===== src/scs_defs.vh =====
`ifndef SCS_DEFS_VH
`define SCS_DEFS_VH
// Register byte addresses
`define ADDR_CMD 12'h000
`define ADDR_STATUS 12'h004
`define ADDR_IRQ_EN0 12'h008
`define ADDR_IRQ_EN1 12'h00C
`define ADDR_IRQ_EN2 12'h010
`define ADDR_FRAME_IE 12'h014
`define ADDR_TX_LOW 12'h018
`define ADDR_TX_HIGH 12'h01C
`define ADDR_RX_THR 12'h020
`define ADDR_CTRL 12'h024
`define ADDR_STATUS3 12'h028
// Commands
`define CMD_NOP 8'h00
`define CMD_FORCE_CRC 8'h18
`define CMD_CHAN_RESET 8'h21
`define CMD_SEARCH 8'h31
// Primary status bit positions
`define ST_TX_SUM 7
`define ST_RX_SUM 6
`define ST_TX_RDY 1
`define ST_RX_RDY 0
// Line status one bit positions
`define L1_UNDERRUN 7
`define L1_IDLE 6
`define L1_CTS 3
// Control register fields
`define CTRL_TX_EN 0
`define CTRL_RX_EN 1
`define CTRL_BITSYNC 2
// Status three field
`define S3_SEARCH 0
// Reset values
`define RST_BYTE 8'h00
`define RST_THR 5'h00
`define RST_HIGH_THR 5'h1F
// Timing
`define CRC_DELAY_CYCLES 15
// Engine count at completion, giving the 15-cycle status latency
`define CRC_DONE_CNT 4'hD
`define CRC_POLY 16'h1021
`define CRC_SEED 16'hFFFF
`define CRC_GOOD 16'h0000
`endif


===== src/crc_byte_engine.v =====
`timescale 1ns/1ps
`include "scs_defs.vh"
module crc_byte_engine (
  input wire clk_sys_in,
  input wire rst_b_in,
  input wire clear_in,
  input wire start_in,
  input wire [7:0] data_in,
  input wire [15:0] crc_in,
  output reg busy_out,
  output reg done_out,
  output reg [15:0] crc_out
);
  reg [3:0] cnt_reg;
  reg [7:0] data_reg;
  wire fb;
  assign fb = crc_out[15] ^ data_reg[7];
  always @(posedge clk_sys_in or negedge rst_b_in) begin
    if (!rst_b_in) begin
      cnt_reg <= 4'h0;
      data_reg <= 8'h00;
      busy_out <= 1'b0;
      done_out <= 1'b0;
      crc_out <= 16'h0000;
    end else if (clear_in) begin
      cnt_reg <= 4'h0;
      busy_out <= 1'b0;
      done_out <= 1'b0;
    end else begin
      done_out <= 1'b0;
      if (start_in) begin
        busy_out <= 1'b1;
        cnt_reg <= 4'h0;
        data_reg <= data_in;
        crc_out <= crc_in;
      end else if (busy_out) begin
        // One bit per cycle, then pad cycles to the fixed latency
        if (cnt_reg < 4'h8) begin
          crc_out <= fb ? ({crc_out[14:0], 1'b0} ^ `CRC_POLY) : {crc_out[14:0], 1'b0};
          data_reg <= {data_reg[6:0], 1'b0};
        end
        if (cnt_reg == `CRC_DONE_CNT) begin
          busy_out <= 1'b0;
          done_out <= 1'b1;
        end
        cnt_reg <= cnt_reg + 4'h1;
      end
    end
  end
endmodule


===== src/serial_channel_status_irq.v =====
`timescale 1ns/1ps
`include "scs_defs.vh"
// Functional notes
// - Command 18H starts CRC over the receive delay byte at once.
// - CRC error status appears 15 cycles after command, held until next byte.
// - Command 21H resets channel registers, disables TX/RX, empties buffers.
// - Command 31H puts clock recovery loop in search, sets search indicator.
// - Command 00H changes nothing.
// - Primary status cleared by reset, channel reset, system stop; raises interrupt.
// - TX summary is OR of underrun, idle, CTS change, each with enable.
// - TX interrupt when TX summary and its enable both set.
// - RX summary is OR of all enabled receive conditions.
// - RX interrupt when RX summary and its enable both set.
// - Frame-end-read term needs enable, frame ended, last character read.
// - Primary status bits 5 to 2 read zero.
// - TX ready sets at count at or below low threshold when enabled.
// - TX ready clears at count reaching high threshold plus one.
// - TX ready forced low when TX disabled or on underrun.
// - TX ready raises DMA request and enabled interrupt.
// - High threshold 31 lets TX ready assert with 31 bytes queued.
// - RX ready sets at threshold plus one, or FRAME_END data in bit sync.
// - RX ready stays set until receive buffer is empty.
// - RX ready raises DMA request and enabled interrupt.
module serial_channel_status_irq #(
  parameter FIFO_CNT_W = 6
) (
  input wire clk_sys_in,
  input wire rst_b_in,
  input wire psel_in,
  input wire penable_in,
  input wire pwrite_in,
  input wire [11:0] paddr_in,
  input wire [31:0] pwdata_in,
  output reg [31:0] prdata_out,
  output reg pready_out,
  output reg pslverr_out,
  input wire system_stop_in,
  input wire [7:0] line_status_one_in,
  input wire [7:0] receive_status_two_in,
  input wire frame_end_read_in,
  input wire [7:0] rx_delay_byte_in,
  input wire [15:0] rx_crc_acc_in,
  input wire rx_byte_enter_in,
  input wire rx_eom_enter_in,
  input wire [FIFO_CNT_W-1:0] tx_count_in,
  input wire [FIFO_CNT_W-1:0] rx_count_in,
  output reg tx_irq_out,
  output reg rx_irq_out,
  output reg tx_rdy_irq_out,
  output reg rx_rdy_irq_out,
  output reg tx_dma_req_out,
  output reg rx_dma_req_out,
  output reg crc_fail_out,
  output reg chan_reset_out,
  output reg search_start_out,
  output reg tx_enable_out,
  output reg rx_enable_out
);
  //--------------------------------------------------------
  // Registers
  //--------------------------------------------------------
  reg [7:0] irq_enable_zero_reg;
  reg [7:0] irq_enable_one_reg;
  reg [7:0] irq_enable_two_reg;
  reg [7:0] frame_irq_enable_reg;
  reg [4:0] tx_low_threshold_reg;
  reg [4:0] tx_high_threshold_reg;
  reg [4:0] rx_threshold_reg;
  reg [2:0] ctrl_reg;
  reg [7:0] status_three_reg;
  reg tx_fifo_ready_reg;
  reg rx_fifo_ready_reg;
  reg tx_summary_flag_reg;
  reg rx_summary_flag_reg;
  reg crc_fail_reg;
  reg [7:0] channel_primary_status;
  reg [31:0] rdata_next;
  reg addr_ok;
  wire wr_en;
  wire rd_en;
  wire chan_clear;
  wire cmd_wr;
  wire crc_done;
  wire [15:0] crc_value;
  wire tx_summary_next;
  wire rx_summary_next;
  wire [FIFO_CNT_W-1:0] tx_low_ext;
  wire [FIFO_CNT_W-1:0] tx_high_ext;
  wire [FIFO_CNT_W-1:0] rx_thr_ext;
  wire wr_irq_en0;
  wire wr_irq_en1;
  wire wr_irq_en2;
  wire wr_frame_ie;
  wire wr_tx_low;
  wire wr_tx_high;
  wire wr_rx_thr;
  wire wr_ctrl;
  wire cmd_force_crc;
  wire cmd_chan_reset;
  wire cmd_search;

  assign wr_en = psel_in & penable_in & pwrite_in & pready_out;
  assign rd_en = psel_in & ~penable_in & ~pwrite_in;
  assign cmd_wr = wr_en & (paddr_in == `ADDR_CMD);
  // Channel reset command or system stop clears channel state
  assign chan_clear = cmd_chan_reset | system_stop_in;
  assign tx_low_ext = {{(FIFO_CNT_W-5){1'b0}}, tx_low_threshold_reg};
  assign tx_high_ext = {{(FIFO_CNT_W-5){1'b0}}, tx_high_threshold_reg};
  assign rx_thr_ext = {{(FIFO_CNT_W-5){1'b0}}, rx_threshold_reg};

  //--------------------------------------------------------
  // Write strobes and command decode
  //--------------------------------------------------------
  // Status and status three get no strobe, so writes there fall away
  assign wr_irq_en0 = wr_en & (paddr_in == `ADDR_IRQ_EN0);
  assign wr_irq_en1 = wr_en & (paddr_in == `ADDR_IRQ_EN1);
  assign wr_irq_en2 = wr_en & (paddr_in == `ADDR_IRQ_EN2);
  assign wr_frame_ie = wr_en & (paddr_in == `ADDR_FRAME_IE);
  assign wr_tx_low = wr_en & (paddr_in == `ADDR_TX_LOW);
  assign wr_tx_high = wr_en & (paddr_in == `ADDR_TX_HIGH);
  assign wr_rx_thr = wr_en & (paddr_in == `ADDR_RX_THR);
  assign wr_ctrl = wr_en & (paddr_in == `ADDR_CTRL);
  assign cmd_force_crc = cmd_wr & (pwdata_in[7:0] == `CMD_FORCE_CRC);
  assign cmd_chan_reset = cmd_wr & (pwdata_in[7:0] == `CMD_CHAN_RESET);
  assign cmd_search = cmd_wr & (pwdata_in[7:0] == `CMD_SEARCH);
  // No-op and unknown codes decode to nothing; TX and RX carry on

  //--------------------------------------------------------
  // Forced CRC engine
  //--------------------------------------------------------
  crc_byte_engine u_crc (
    .clk_sys_in(clk_sys_in),
    .rst_b_in(rst_b_in),
    .clear_in(chan_clear),
    .start_in(cmd_force_crc),
    .data_in(rx_delay_byte_in),
    .crc_in(rx_crc_acc_in),
    .busy_out(),
    .done_out(crc_done),
    .crc_out(crc_value)
  );

  //--------------------------------------------------------
  // Summary terms
  //--------------------------------------------------------
  assign tx_summary_next =
    |(line_status_one_in & irq_enable_one_reg &
      ((8'h01 << `L1_UNDERRUN) | (8'h01 << `L1_IDLE) | (8'h01 << `L1_CTS)));
  assign rx_summary_next =
    (|(line_status_one_in & irq_enable_one_reg & 8'h37)) |
    (|({receive_status_two_in[7:3], receive_status_two_in[2] | crc_fail_reg, 2'b00} &
       irq_enable_two_reg)) |
    (frame_end_read_in & frame_irq_enable_reg[7]);

  //--------------------------------------------------------
  // APB slave
  //--------------------------------------------------------
  always @* begin
    addr_ok = 1'b1;
    rdata_next = 32'h0000_0000;
    case (paddr_in)
      `ADDR_CMD: rdata_next = 32'h0000_0000;
      `ADDR_STATUS: rdata_next = {24'h000000, channel_primary_status & 8'hC3};
      `ADDR_IRQ_EN0: rdata_next = {24'h000000, irq_enable_zero_reg};
      `ADDR_IRQ_EN1: rdata_next = {24'h000000, irq_enable_one_reg};
      `ADDR_IRQ_EN2: rdata_next = {24'h000000, irq_enable_two_reg};
      `ADDR_FRAME_IE: rdata_next = {24'h000000, frame_irq_enable_reg};
      `ADDR_TX_LOW: rdata_next = {27'h0000000, tx_low_threshold_reg};
      `ADDR_TX_HIGH: rdata_next = {27'h0000000, tx_high_threshold_reg};
      `ADDR_RX_THR: rdata_next = {27'h0000000, rx_threshold_reg};
      `ADDR_CTRL: rdata_next = {29'h00000000, ctrl_reg};
      `ADDR_STATUS3: rdata_next = {24'h000000, status_three_reg};
      default: addr_ok = 1'b0;
    endcase
  end

  always @(posedge clk_sys_in or negedge rst_b_in) begin
    if (!rst_b_in) begin
      pready_out <= 1'b0;
      pslverr_out <= 1'b0;
      prdata_out <= 32'h0000_0000;
    end else begin
      // One wait state: ready in the second access cycle
      pready_out <= psel_in & penable_in & ~pready_out;
      pslverr_out <= psel_in & penable_in & ~pready_out & ~addr_ok;
      if (rd_en) begin
        prdata_out <= addr_ok ? rdata_next : 32'h0000_0000;
      end
    end
  end

  //--------------------------------------------------------
  // Software registers
  //--------------------------------------------------------
  always @(posedge clk_sys_in or negedge rst_b_in) begin
    if (!rst_b_in) begin
      irq_enable_zero_reg <= `RST_BYTE;
      irq_enable_one_reg <= `RST_BYTE;
      irq_enable_two_reg <= `RST_BYTE;
      frame_irq_enable_reg <= `RST_BYTE;
      tx_low_threshold_reg <= `RST_THR;
      tx_high_threshold_reg <= `RST_HIGH_THR;
      rx_threshold_reg <= `RST_THR;
      ctrl_reg <= 3'b000;
      status_three_reg <= `RST_BYTE;
    end else if (chan_clear) begin
      irq_enable_zero_reg <= `RST_BYTE;
      irq_enable_one_reg <= `RST_BYTE;
      irq_enable_two_reg <= `RST_BYTE;
      frame_irq_enable_reg <= `RST_BYTE;
      tx_low_threshold_reg <= `RST_THR;
      tx_high_threshold_reg <= `RST_HIGH_THR;
      rx_threshold_reg <= `RST_THR;
      ctrl_reg <= 3'b000;
      status_three_reg <= `RST_BYTE;
    end else begin
      if (wr_irq_en0) begin
        irq_enable_zero_reg <= pwdata_in[7:0];
      end
      if (wr_irq_en1) begin
        irq_enable_one_reg <= pwdata_in[7:0];
      end
      if (wr_irq_en2) begin
        irq_enable_two_reg <= pwdata_in[7:0];
      end
      if (wr_frame_ie) begin
        frame_irq_enable_reg <= pwdata_in[7:0];
      end
      if (wr_tx_low) begin
        tx_low_threshold_reg <= pwdata_in[4:0];
      end
      if (wr_tx_high) begin
        tx_high_threshold_reg <= pwdata_in[4:0];
      end
      if (wr_rx_thr) begin
        rx_threshold_reg <= pwdata_in[4:0];
      end
      if (wr_ctrl) begin
        ctrl_reg <= pwdata_in[2:0];
      end
      if (cmd_search) begin
        status_three_reg[`S3_SEARCH] <= 1'b1;
      end
    end
  end

  //--------------------------------------------------------
  // Summary flags
  //--------------------------------------------------------
  always @(posedge clk_sys_in or negedge rst_b_in) begin
    if (!rst_b_in) begin
      tx_summary_flag_reg <= 1'b0;
      rx_summary_flag_reg <= 1'b0;
    end else if (chan_clear) begin
      tx_summary_flag_reg <= 1'b0;
      rx_summary_flag_reg <= 1'b0;
    end else begin
      tx_summary_flag_reg <= tx_summary_next;
      rx_summary_flag_reg <= rx_summary_next;
    end
  end

  //--------------------------------------------------------
  // Forced CRC result
  //--------------------------------------------------------
  always @(posedge clk_sys_in or negedge rst_b_in) begin
    if (!rst_b_in) begin
      crc_fail_reg <= 1'b0;
    end else if (chan_clear) begin
      crc_fail_reg <= 1'b0;
    end else if (crc_done) begin
      // Result wins over a byte entering in the same cycle
      crc_fail_reg <= (crc_value != `CRC_GOOD);
    end else if (rx_byte_enter_in) begin
      crc_fail_reg <= 1'b0;
    end
  end

  //--------------------------------------------------------
  // TX ready hysteresis
  //--------------------------------------------------------
  always @(posedge clk_sys_in or negedge rst_b_in) begin
    if (!rst_b_in) begin
      tx_fifo_ready_reg <= 1'b0;
    end else if (chan_clear) begin
      tx_fifo_ready_reg <= 1'b0;
    end else if (!ctrl_reg[`CTRL_TX_EN] || line_status_one_in[`L1_UNDERRUN]) begin
      tx_fifo_ready_reg <= 1'b0;
    end else if (tx_count_in <= tx_low_ext) begin
      tx_fifo_ready_reg <= 1'b1;
    end else if (tx_count_in >= tx_high_ext + 1'b1) begin
      // Count is one bit wider than the threshold, so 31 plus one fits
      tx_fifo_ready_reg <= 1'b0;
    end
  end

  //--------------------------------------------------------
  // RX ready
  //--------------------------------------------------------
  always @(posedge clk_sys_in or negedge rst_b_in) begin
    if (!rst_b_in) begin
      rx_fifo_ready_reg <= 1'b0;
    end else if (chan_clear) begin
      rx_fifo_ready_reg <= 1'b0;
    end else if ((rx_count_in >= rx_thr_ext + 1'b1) ||
                 (ctrl_reg[`CTRL_BITSYNC] && rx_eom_enter_in)) begin
      // Set wins over the empty clear
      rx_fifo_ready_reg <= 1'b1;
    end else if (rx_count_in == {FIFO_CNT_W{1'b0}}) begin
      rx_fifo_ready_reg <= 1'b0;
    end
  end

  //--------------------------------------------------------
  // Primary status
  //--------------------------------------------------------
  always @* begin
    channel_primary_status = {tx_summary_flag_reg, rx_summary_flag_reg, 4'h0,
                              tx_fifo_ready_reg, rx_fifo_ready_reg};
  end

  //--------------------------------------------------------
  // Request outputs
  //--------------------------------------------------------
  always @(posedge clk_sys_in or negedge rst_b_in) begin
    if (!rst_b_in) begin
      tx_irq_out <= 1'b0;
      rx_irq_out <= 1'b0;
      tx_rdy_irq_out <= 1'b0;
      rx_rdy_irq_out <= 1'b0;
      tx_dma_req_out <= 1'b0;
      rx_dma_req_out <= 1'b0;
      crc_fail_out <= 1'b0;
      chan_reset_out <= 1'b0;
      search_start_out <= 1'b0;
      tx_enable_out <= 1'b0;
      rx_enable_out <= 1'b0;
    end else begin
      tx_irq_out <= tx_summary_flag_reg & irq_enable_zero_reg[`ST_TX_SUM];
      rx_irq_out <= rx_summary_flag_reg & irq_enable_zero_reg[`ST_RX_SUM];
      tx_rdy_irq_out <= tx_fifo_ready_reg & irq_enable_zero_reg[`ST_TX_RDY];
      rx_rdy_irq_out <= rx_fifo_ready_reg & irq_enable_zero_reg[`ST_RX_RDY];
      tx_dma_req_out <= tx_fifo_ready_reg;
      rx_dma_req_out <= rx_fifo_ready_reg;
      crc_fail_out <= crc_fail_reg;
      chan_reset_out <= chan_clear;
      search_start_out <= cmd_search;
      tx_enable_out <= ctrl_reg[`CTRL_TX_EN];
      rx_enable_out <= ctrl_reg[`CTRL_RX_EN];
    end
  end
endmodule


===== config.mk =====
export PLATFORM = sky130hd
export DESIGN_NAME = serial_channel_status_irq
export DESIGN_NICKNAME = d
export VERILOG_FILES = /design/src/crc_byte_engine.v /design/src/serial_channel_status_irq.v
export VERILOG_INCLUDE_DIRS = /design/src
export SDC_FILE = /design/constraint.sdc
export NUM_CORES = 1
export LEC_CHECK = 0
export BUFFER_PORTS_ARGS = -buffer_cell sky130_fd_sc_hd__buf_4
export CORE_AREA = 2 2 108 110
export CTS_CLUSTER_DIAMETER = 150
export DETAILED_ROUTE_END_ITERATION = 8
export DIE_AREA = 0 0 110 112
export PLACE_DENSITY = 0.84
export SKIP_CTS_REPAIR_TIMING = 1
export SLEW_MARGIN = 15
export SYNTH_ARGS = -nofsm -noshare
export SYNTH_HDL_FRONTEND = slang
export SYNTH_SLANG_ARGS = --single-unit

===== constraint.sdc =====
create_clock -name clk_sys_in -period 1.97 [get_ports clk_sys_in]
set_input_delay 0.2955 -clock clk_sys_in [delete_from_list [all_inputs] [get_ports clk_sys_in]]
set_output_delay 0.2955 -clock clk_sys_in [all_outputs]
set_load 0.05 [all_outputs]

After elaboration in Yosys (flattened, before gate mapping)
Index checks and enable logic that the tools add are counted.
{"block": "word_totals", "elab_cells": 169, "out_inout_bits": 45, "mem_bits_ro": 0, "latchBits": 0, "ram_bits": 0, "input_bits": 105, "mem_count": 0, "register_bits": 131}
{"block": "classes", "shift": 0, "bitwise": 37, "div_mod_pow": 0, "n_mul": 0, "eq_ne": 14, "muxes": 51, "reduce_logical": 27, "magnitude_cmp": 4, "n_addsub": 3}
{"op": "8-bit two-way mux", "count": 11}
{"op": "8-bit one-hot mux with 10 select lines", "count": 1}
{"op": "12-bit by 5-bit equality test with 1-bit output, second input constant", "count": 4}
{"op": "16-bit two-way mux", "count": 3}
{"op": "12-bit by 6-bit equality test with 1-bit output, second input constant", "count": 3}
{"op": "32-bit two-way mux", "count": 1}
{"op": "5-bit two-way mux", "count": 6}
{"op": "1-bit AND", "count": 24}
{"op": "12-bit by 4-bit equality test with 1-bit output, second input constant", "count": 2}
{"op": "1-bit two-way mux", "count": 23}
{"op": "2-bit nonzero test", "count": 11}
{"op": "8-bit AND", "count": 2}
{"op": "8-bit by 6-bit equality test with 1-bit output, second input constant", "count": 2}
{"op": "16-bit nonzero test", "count": 1}
{"op": "13-bit two-way mux", "count": 1}
{"op": "5-bit by 1-bit adder with 6-bit output, second input constant", "count": 2}
{"op": "12-bit by 3-bit equality test with 1-bit output, second input constant", "count": 1}
{"op": "6-bit greater-or-equal comparator", "count": 2}
{"op": "12-bit zero test", "count": 1}
{"op": "4-bit two-way mux", "count": 3}
{"op": "11-bit OR reduction", "count": 1}
{"op": "3-bit nonzero test", "count": 3}
{"op": "8-bit by 5-bit equality test with 1-bit output, second input constant", "count": 1}
{"op": "8-bit OR reduction", "count": 1}
{"op": "other kinds (17)", "count": 26}

Longest topological paths before layout
{"block": "depth", "ltp_word": 8, "ltp_mapped": 9, "ltp_nobuf": 8}

By module
Synthesis repeated with hierarchy kept, for this count alone.
{"block": "unflattened", "hier_cells": 579, "hier_area_um2": 5989.5}
{"module": "serial_channel_status_irq", "instances": 1, "area_each_um2": 4460.5, "cells_each": 465, "seq_area_each_um2": 1933.1}
{"module": "crc_byte_engine", "instances": 1, "area_each_um2": 1529.0, "cells_each": 114, "seq_area_each_um2": 750.7}

Least setup slack after synthesis
OpenSTA, ideal clock, no wires.
{"block": "synth_path", "path_kind": "flip-flop to flip-flop", "start": "register pready_out", "end": "register u_crc.crc_out[11]", "setup_ns": 0.079, "slack_ns": -0.129, "stages_incl_launch_ff": 9, "n_path_buf": 2, "arrival_time_ns": 2.019, "period_less_slack_ns": 2.099, "required_time_ns": 1.891, "cell_sequence": "dfrtp_1 -> and4_1 -> and4_1 -> clkbuf_1 -> a21oi_1 -> inv_2 -> nor2_4 -> buf_2 -> a2bb2oi_1"}
{"block": "synth_between", "elab_chain_cells": 6, "word_cells_on_any_way": 10, "cone_classes": "1 x mux; 6 x bitwise; 3 x reduce/logical"}
{"item": "start, declared", "line": "serial_channel_status_irq.v:35", "rtl": "output reg pready_out,"}
{"item": "start signal, assigned", "line": "serial_channel_status_irq.v:184", "rtl": "pready_out <= psel_in & penable_in & ~pready_out;"}
{"item": "1-bit AND *", "line": "serial_channel_status_irq.v:102", "rtl": "assign wr_en = psel_in & penable_in & pwrite_in & pready_out;"}
{"item": "1-bit AND *", "line": "serial_channel_status_irq.v:104", "rtl": "assign cmd_wr = wr_en & (paddr_in == `ADDR_CMD);"}
{"item": "1-bit AND", "line": "serial_channel_status_irq.v:124", "rtl": "assign cmd_chan_reset = cmd_wr & (pwdata_in[7:0] == `CMD_CHAN_RESET);"}
{"item": "1-bit bitwise OR", "line": "serial_channel_status_irq.v:106", "rtl": "assign chan_clear = cmd_chan_reset | system_stop_in;"}
{"item": "1-bit inverter (no line)"}
{"item": "3-bit AND reduction (no line)"}
{"item": "end signal, assigned", "line": "crc_byte_engine.v:35", "rtl": "crc_out <= crc_in;"}
{"item": "end signal, assigned", "line": "crc_byte_engine.v:39", "rtl": "crc_out <= fb ? ({crc_out[14:0], 1'b0} ^ `CRC_POLY) : {crc_out[14:0], 1'b0};"}
{"item": "end, declared", "line": "crc_byte_engine.v:12", "rtl": "output reg [15:0] crc_out"}
Mark *: on every way between the ends. The rest lies on a longest branch, timed or not.
A chain may end at the register's enable or synchronous reset.

Worst setup path in the final report
{"block": "layout_path", "start": "register pready_out", "end": "register u_crc.data_reg[5]"}
{"block": "layout_between", "elab_chain_cells": 6, "word_cells_on_any_way": 10, "cone_classes": "1 x mux; 6 x bitwise; 3 x reduce/logical"}
{"item": "1-bit AND *", "line": "serial_channel_status_irq.v:102"}
{"item": "1-bit AND *", "line": "serial_channel_status_irq.v:104"}
{"item": "1-bit AND", "line": "serial_channel_status_irq.v:124"}
{"item": "1-bit bitwise OR", "line": "serial_channel_status_irq.v:106"}
{"item": "1-bit inverter (no line)"}
{"item": "3-bit AND reduction (no line)"}
{"item": "end signal, assigned", "line": "crc_byte_engine.v:34", "rtl": "data_reg <= data_in;"}
{"item": "end signal, assigned", "line": "crc_byte_engine.v:40", "rtl": "data_reg <= {data_reg[6:0], 1'b0};"}
{"item": "end, declared", "line": "crc_byte_engine.v:15", "rtl": "reg [7:0] data_reg;"}
Marked as above.

==> reports/qor.yml <==
antenna_found_initial: 0
drtPass1Iterations: 7
async_flop_share_pct: 100
hold_viol: 0
regMostFlops: "u_crc.crc_out"
initial_utilization_pct: 53.2
insertedDiodeCount: 0
die_area_um2: 12300
ys_seq_area_share_pct: 45.2
largest_register_ffs: 16
totalWireLength_um: 16200
drt_iter0_drc: 327
grt_max_degree: 52
layout-drive-gt1-share_pct: 28.8
dp_hpwl_um: 12000
multi_input_area_um2: 2970
htreeDepth: 3
p_leak_uw: 0.00338
num_rows: 39
portBuffers: 99
power_uw: 4800
numCtsBuffers: 9
crit_type: "reg -> reg"
worstHoldPathType: "in -> reg"
ys.warnings.count: 0
ir_drop_mv: 0.529
via_count: 5069
slew_violations: 0
maxCapViolCount: 0
clock_path_buffers: 2
status: "finished, final reports clean"
end_kind: "flip-flop"
grt_first_pass_wirelength_um: 25400
fin_ws_ns: 0.0888
whs_ns: 0.192
crit_required_ns: 2.23
setup_tns_ns: 0
p_per_area_nw_per_um2: 643
overflow: 0
fin_crit_ns: 1.88
syn_area_um2: 5940
clkLatencyLatePin_ns: 0.35
syn_inst: 582
die_w_um: 110
cts_root_buf: "clkbuf_16"
routedWlPerCell_um: 18.8
grt_pass1_vias: 4940
viasPerCell: 5.89
synth_cell_types: 65
drc: 0
timing.fmax_mhz: 532
arrival_ns: 2.14
clock_skew_ns: 0.00925
area_growth_pct: 25.8
grtUsageTotal_pct: 27.1
rsz0062_at_grt: "false"
ant_nets: 0
seq_area_um2: 2690
fp.dieH_um: 112
synth_edf_count: 0
cts_tree: "built"
setup_viol: 0
place_congestion: 0.981
core_um2: 11200
crit_fanout: 24
ys.flop_type: "dfrtp_1"
dp_slack_ns: -0.160
period_share_pct: 95.5
nets: 839
syn_area_per_cell_um2: 10.2
numClockSinks: 107
n_fill_cell: 854
final_util_pct: 66.9
ys_ff_latch: 107
clkTransAtPathRegs_ns: 0.07
cp-start-kind: "flip-flop"
ios: 150
final timing paths:
check                             from  cells past startpoint                       end  slack, ns
max reg2reg                 pready_out                      7         u_crc.data_reg[5]       0.09
min                         penable_in                      3                pready_out       0.19
max                         pready_out                      7         u_crc.data_reg[5]       0.09
min in group asynchronous     rst_b_in                      2            rx_rdy_irq_out       0.39
min reg2reg                ctrl_reg[1]                      0             rx_enable_out       0.44
max in group asynchronous     rst_b_in                      3  tx_high_threshold_reg[2]       0.95
logic make-up after synthesis:
group	Yosys count	share of synthesized area, %
and+or+nand+nor	186	17.1
AOI/OAI and AO/OA	134	16.7
DFF	107	45.2
buffers and inverters	76	7.03
muxes	45	7.81
adders and majority gates	21	4.42
xor gates and xnor gates	12	1.77
other	1	0.0631
per-stage QoR:
stage | cell area, um2 | cells
floorplan | 6040 | 605
global placement | 7080 | 840
detailed placement | 7080 | 840
CTS | 7390 | 856
global route | 7470 | 861
finish | 7470 | 861
per-layer routing:
metal / vias to the layer above / global-route usage, % / share of wire, %
met5: - / 0 / 0
met4: 0 / 12.2 / 4.4
met3: 51 / 5.39 / 6.9
met2: 242 / 43.4 / 48
met1: 2441 / 35.2 / 40
li1: 2335 / - / -
power breakdown:
part / leakage [uW] / switching (uW) / internal, uW / total (uW)
Sequential: 0.00144 / 55.2 / 2260 / 2310
Combinational: 0.00180 / 383 / 273 / 656
Clock: 0.000142 / 808 / 1030 / 1830
Total: 0.00338 / 1250 / 3560 / 4800
cell type report:
cell class / count / area share, %
multi-input combinational: 422 / 39.7
clock buffer: 11 / 3.25
clock inverter: 5 / 0.837
timing repair buffer: 155 / 16.9
inverter: 18 / 0.904
sequential: 107 / 35.9
tap: 143 / 2.39
critical path, cell delays in order, from the launching register on:
cell	delay, ns
dfrtp_2	0.37
and4_1	0.30
and4_2	0.35
buf_4	0.15
a21oi_1	0.08
nor2_4	0.13
buf_12	0.18
a2bb2oi_1	0.22
cells in the final DEF (no fill, tap or decap), types with 7 or more instances in the layout:
cell type,count
ha_1,20
buf_12,8
o21ai_0,11
nor2_1,43
buf_4,146
nor3_1,7
dfrtp_1,101
nand2_1,58
o22ai_1,23
a22oi_1,7
a2bb2oi_1,17
a21oi_1,30
conb_1,24
a22o_1,7
a2bb2oi_2,7
mux2i_1,43
clkbuf_16,9
inv_1,17
and2_1,7
nand3_1,11
synth_stat cells (3+ instances only):
master	instances	area [um2]
a32o_1	3	30.0
nand2b_1	6	37.5
a221oi_1	4	35.0
a22o_1	7	61.3
a2bb2oi_2	7	105
nor3_1	8	40.0
nor2b_1	3	18.8
mux2i_1	43	430
buf_1	4	15.0
nand4bb_1	3	33.8
xor2_1	6	52.6
nand3_1	11	55.1
dfrtp_1	102	2550
buf_2	13	65.1
a22oi_1	7	52.6
xnor2_1	6	52.6
buf_6	3	33.8
a2bb2oi_1	17	149
dfstp_2	5	131
nand3b_1	6	45.0
nor2_1	43	161
nand2_1	59	221
o21ai_0	11	55.1
nor4_1	7	43.8
a21oi_1	31	155
inv_1	17	63.8
a31oi_1	5	31.3
nand4_1	6	37.5
or2_2	3	18.8
clkbuf_1	13	48.8
buf_4	25	188
and2_1	7	43.8
o22ai_1	23	144
a211oi_1	3	22.5
a21o_1	3	22.5
ha_1	21	263
nor3_4	3	48.8
Note: power is estimated with default switching activity, not from simulation.
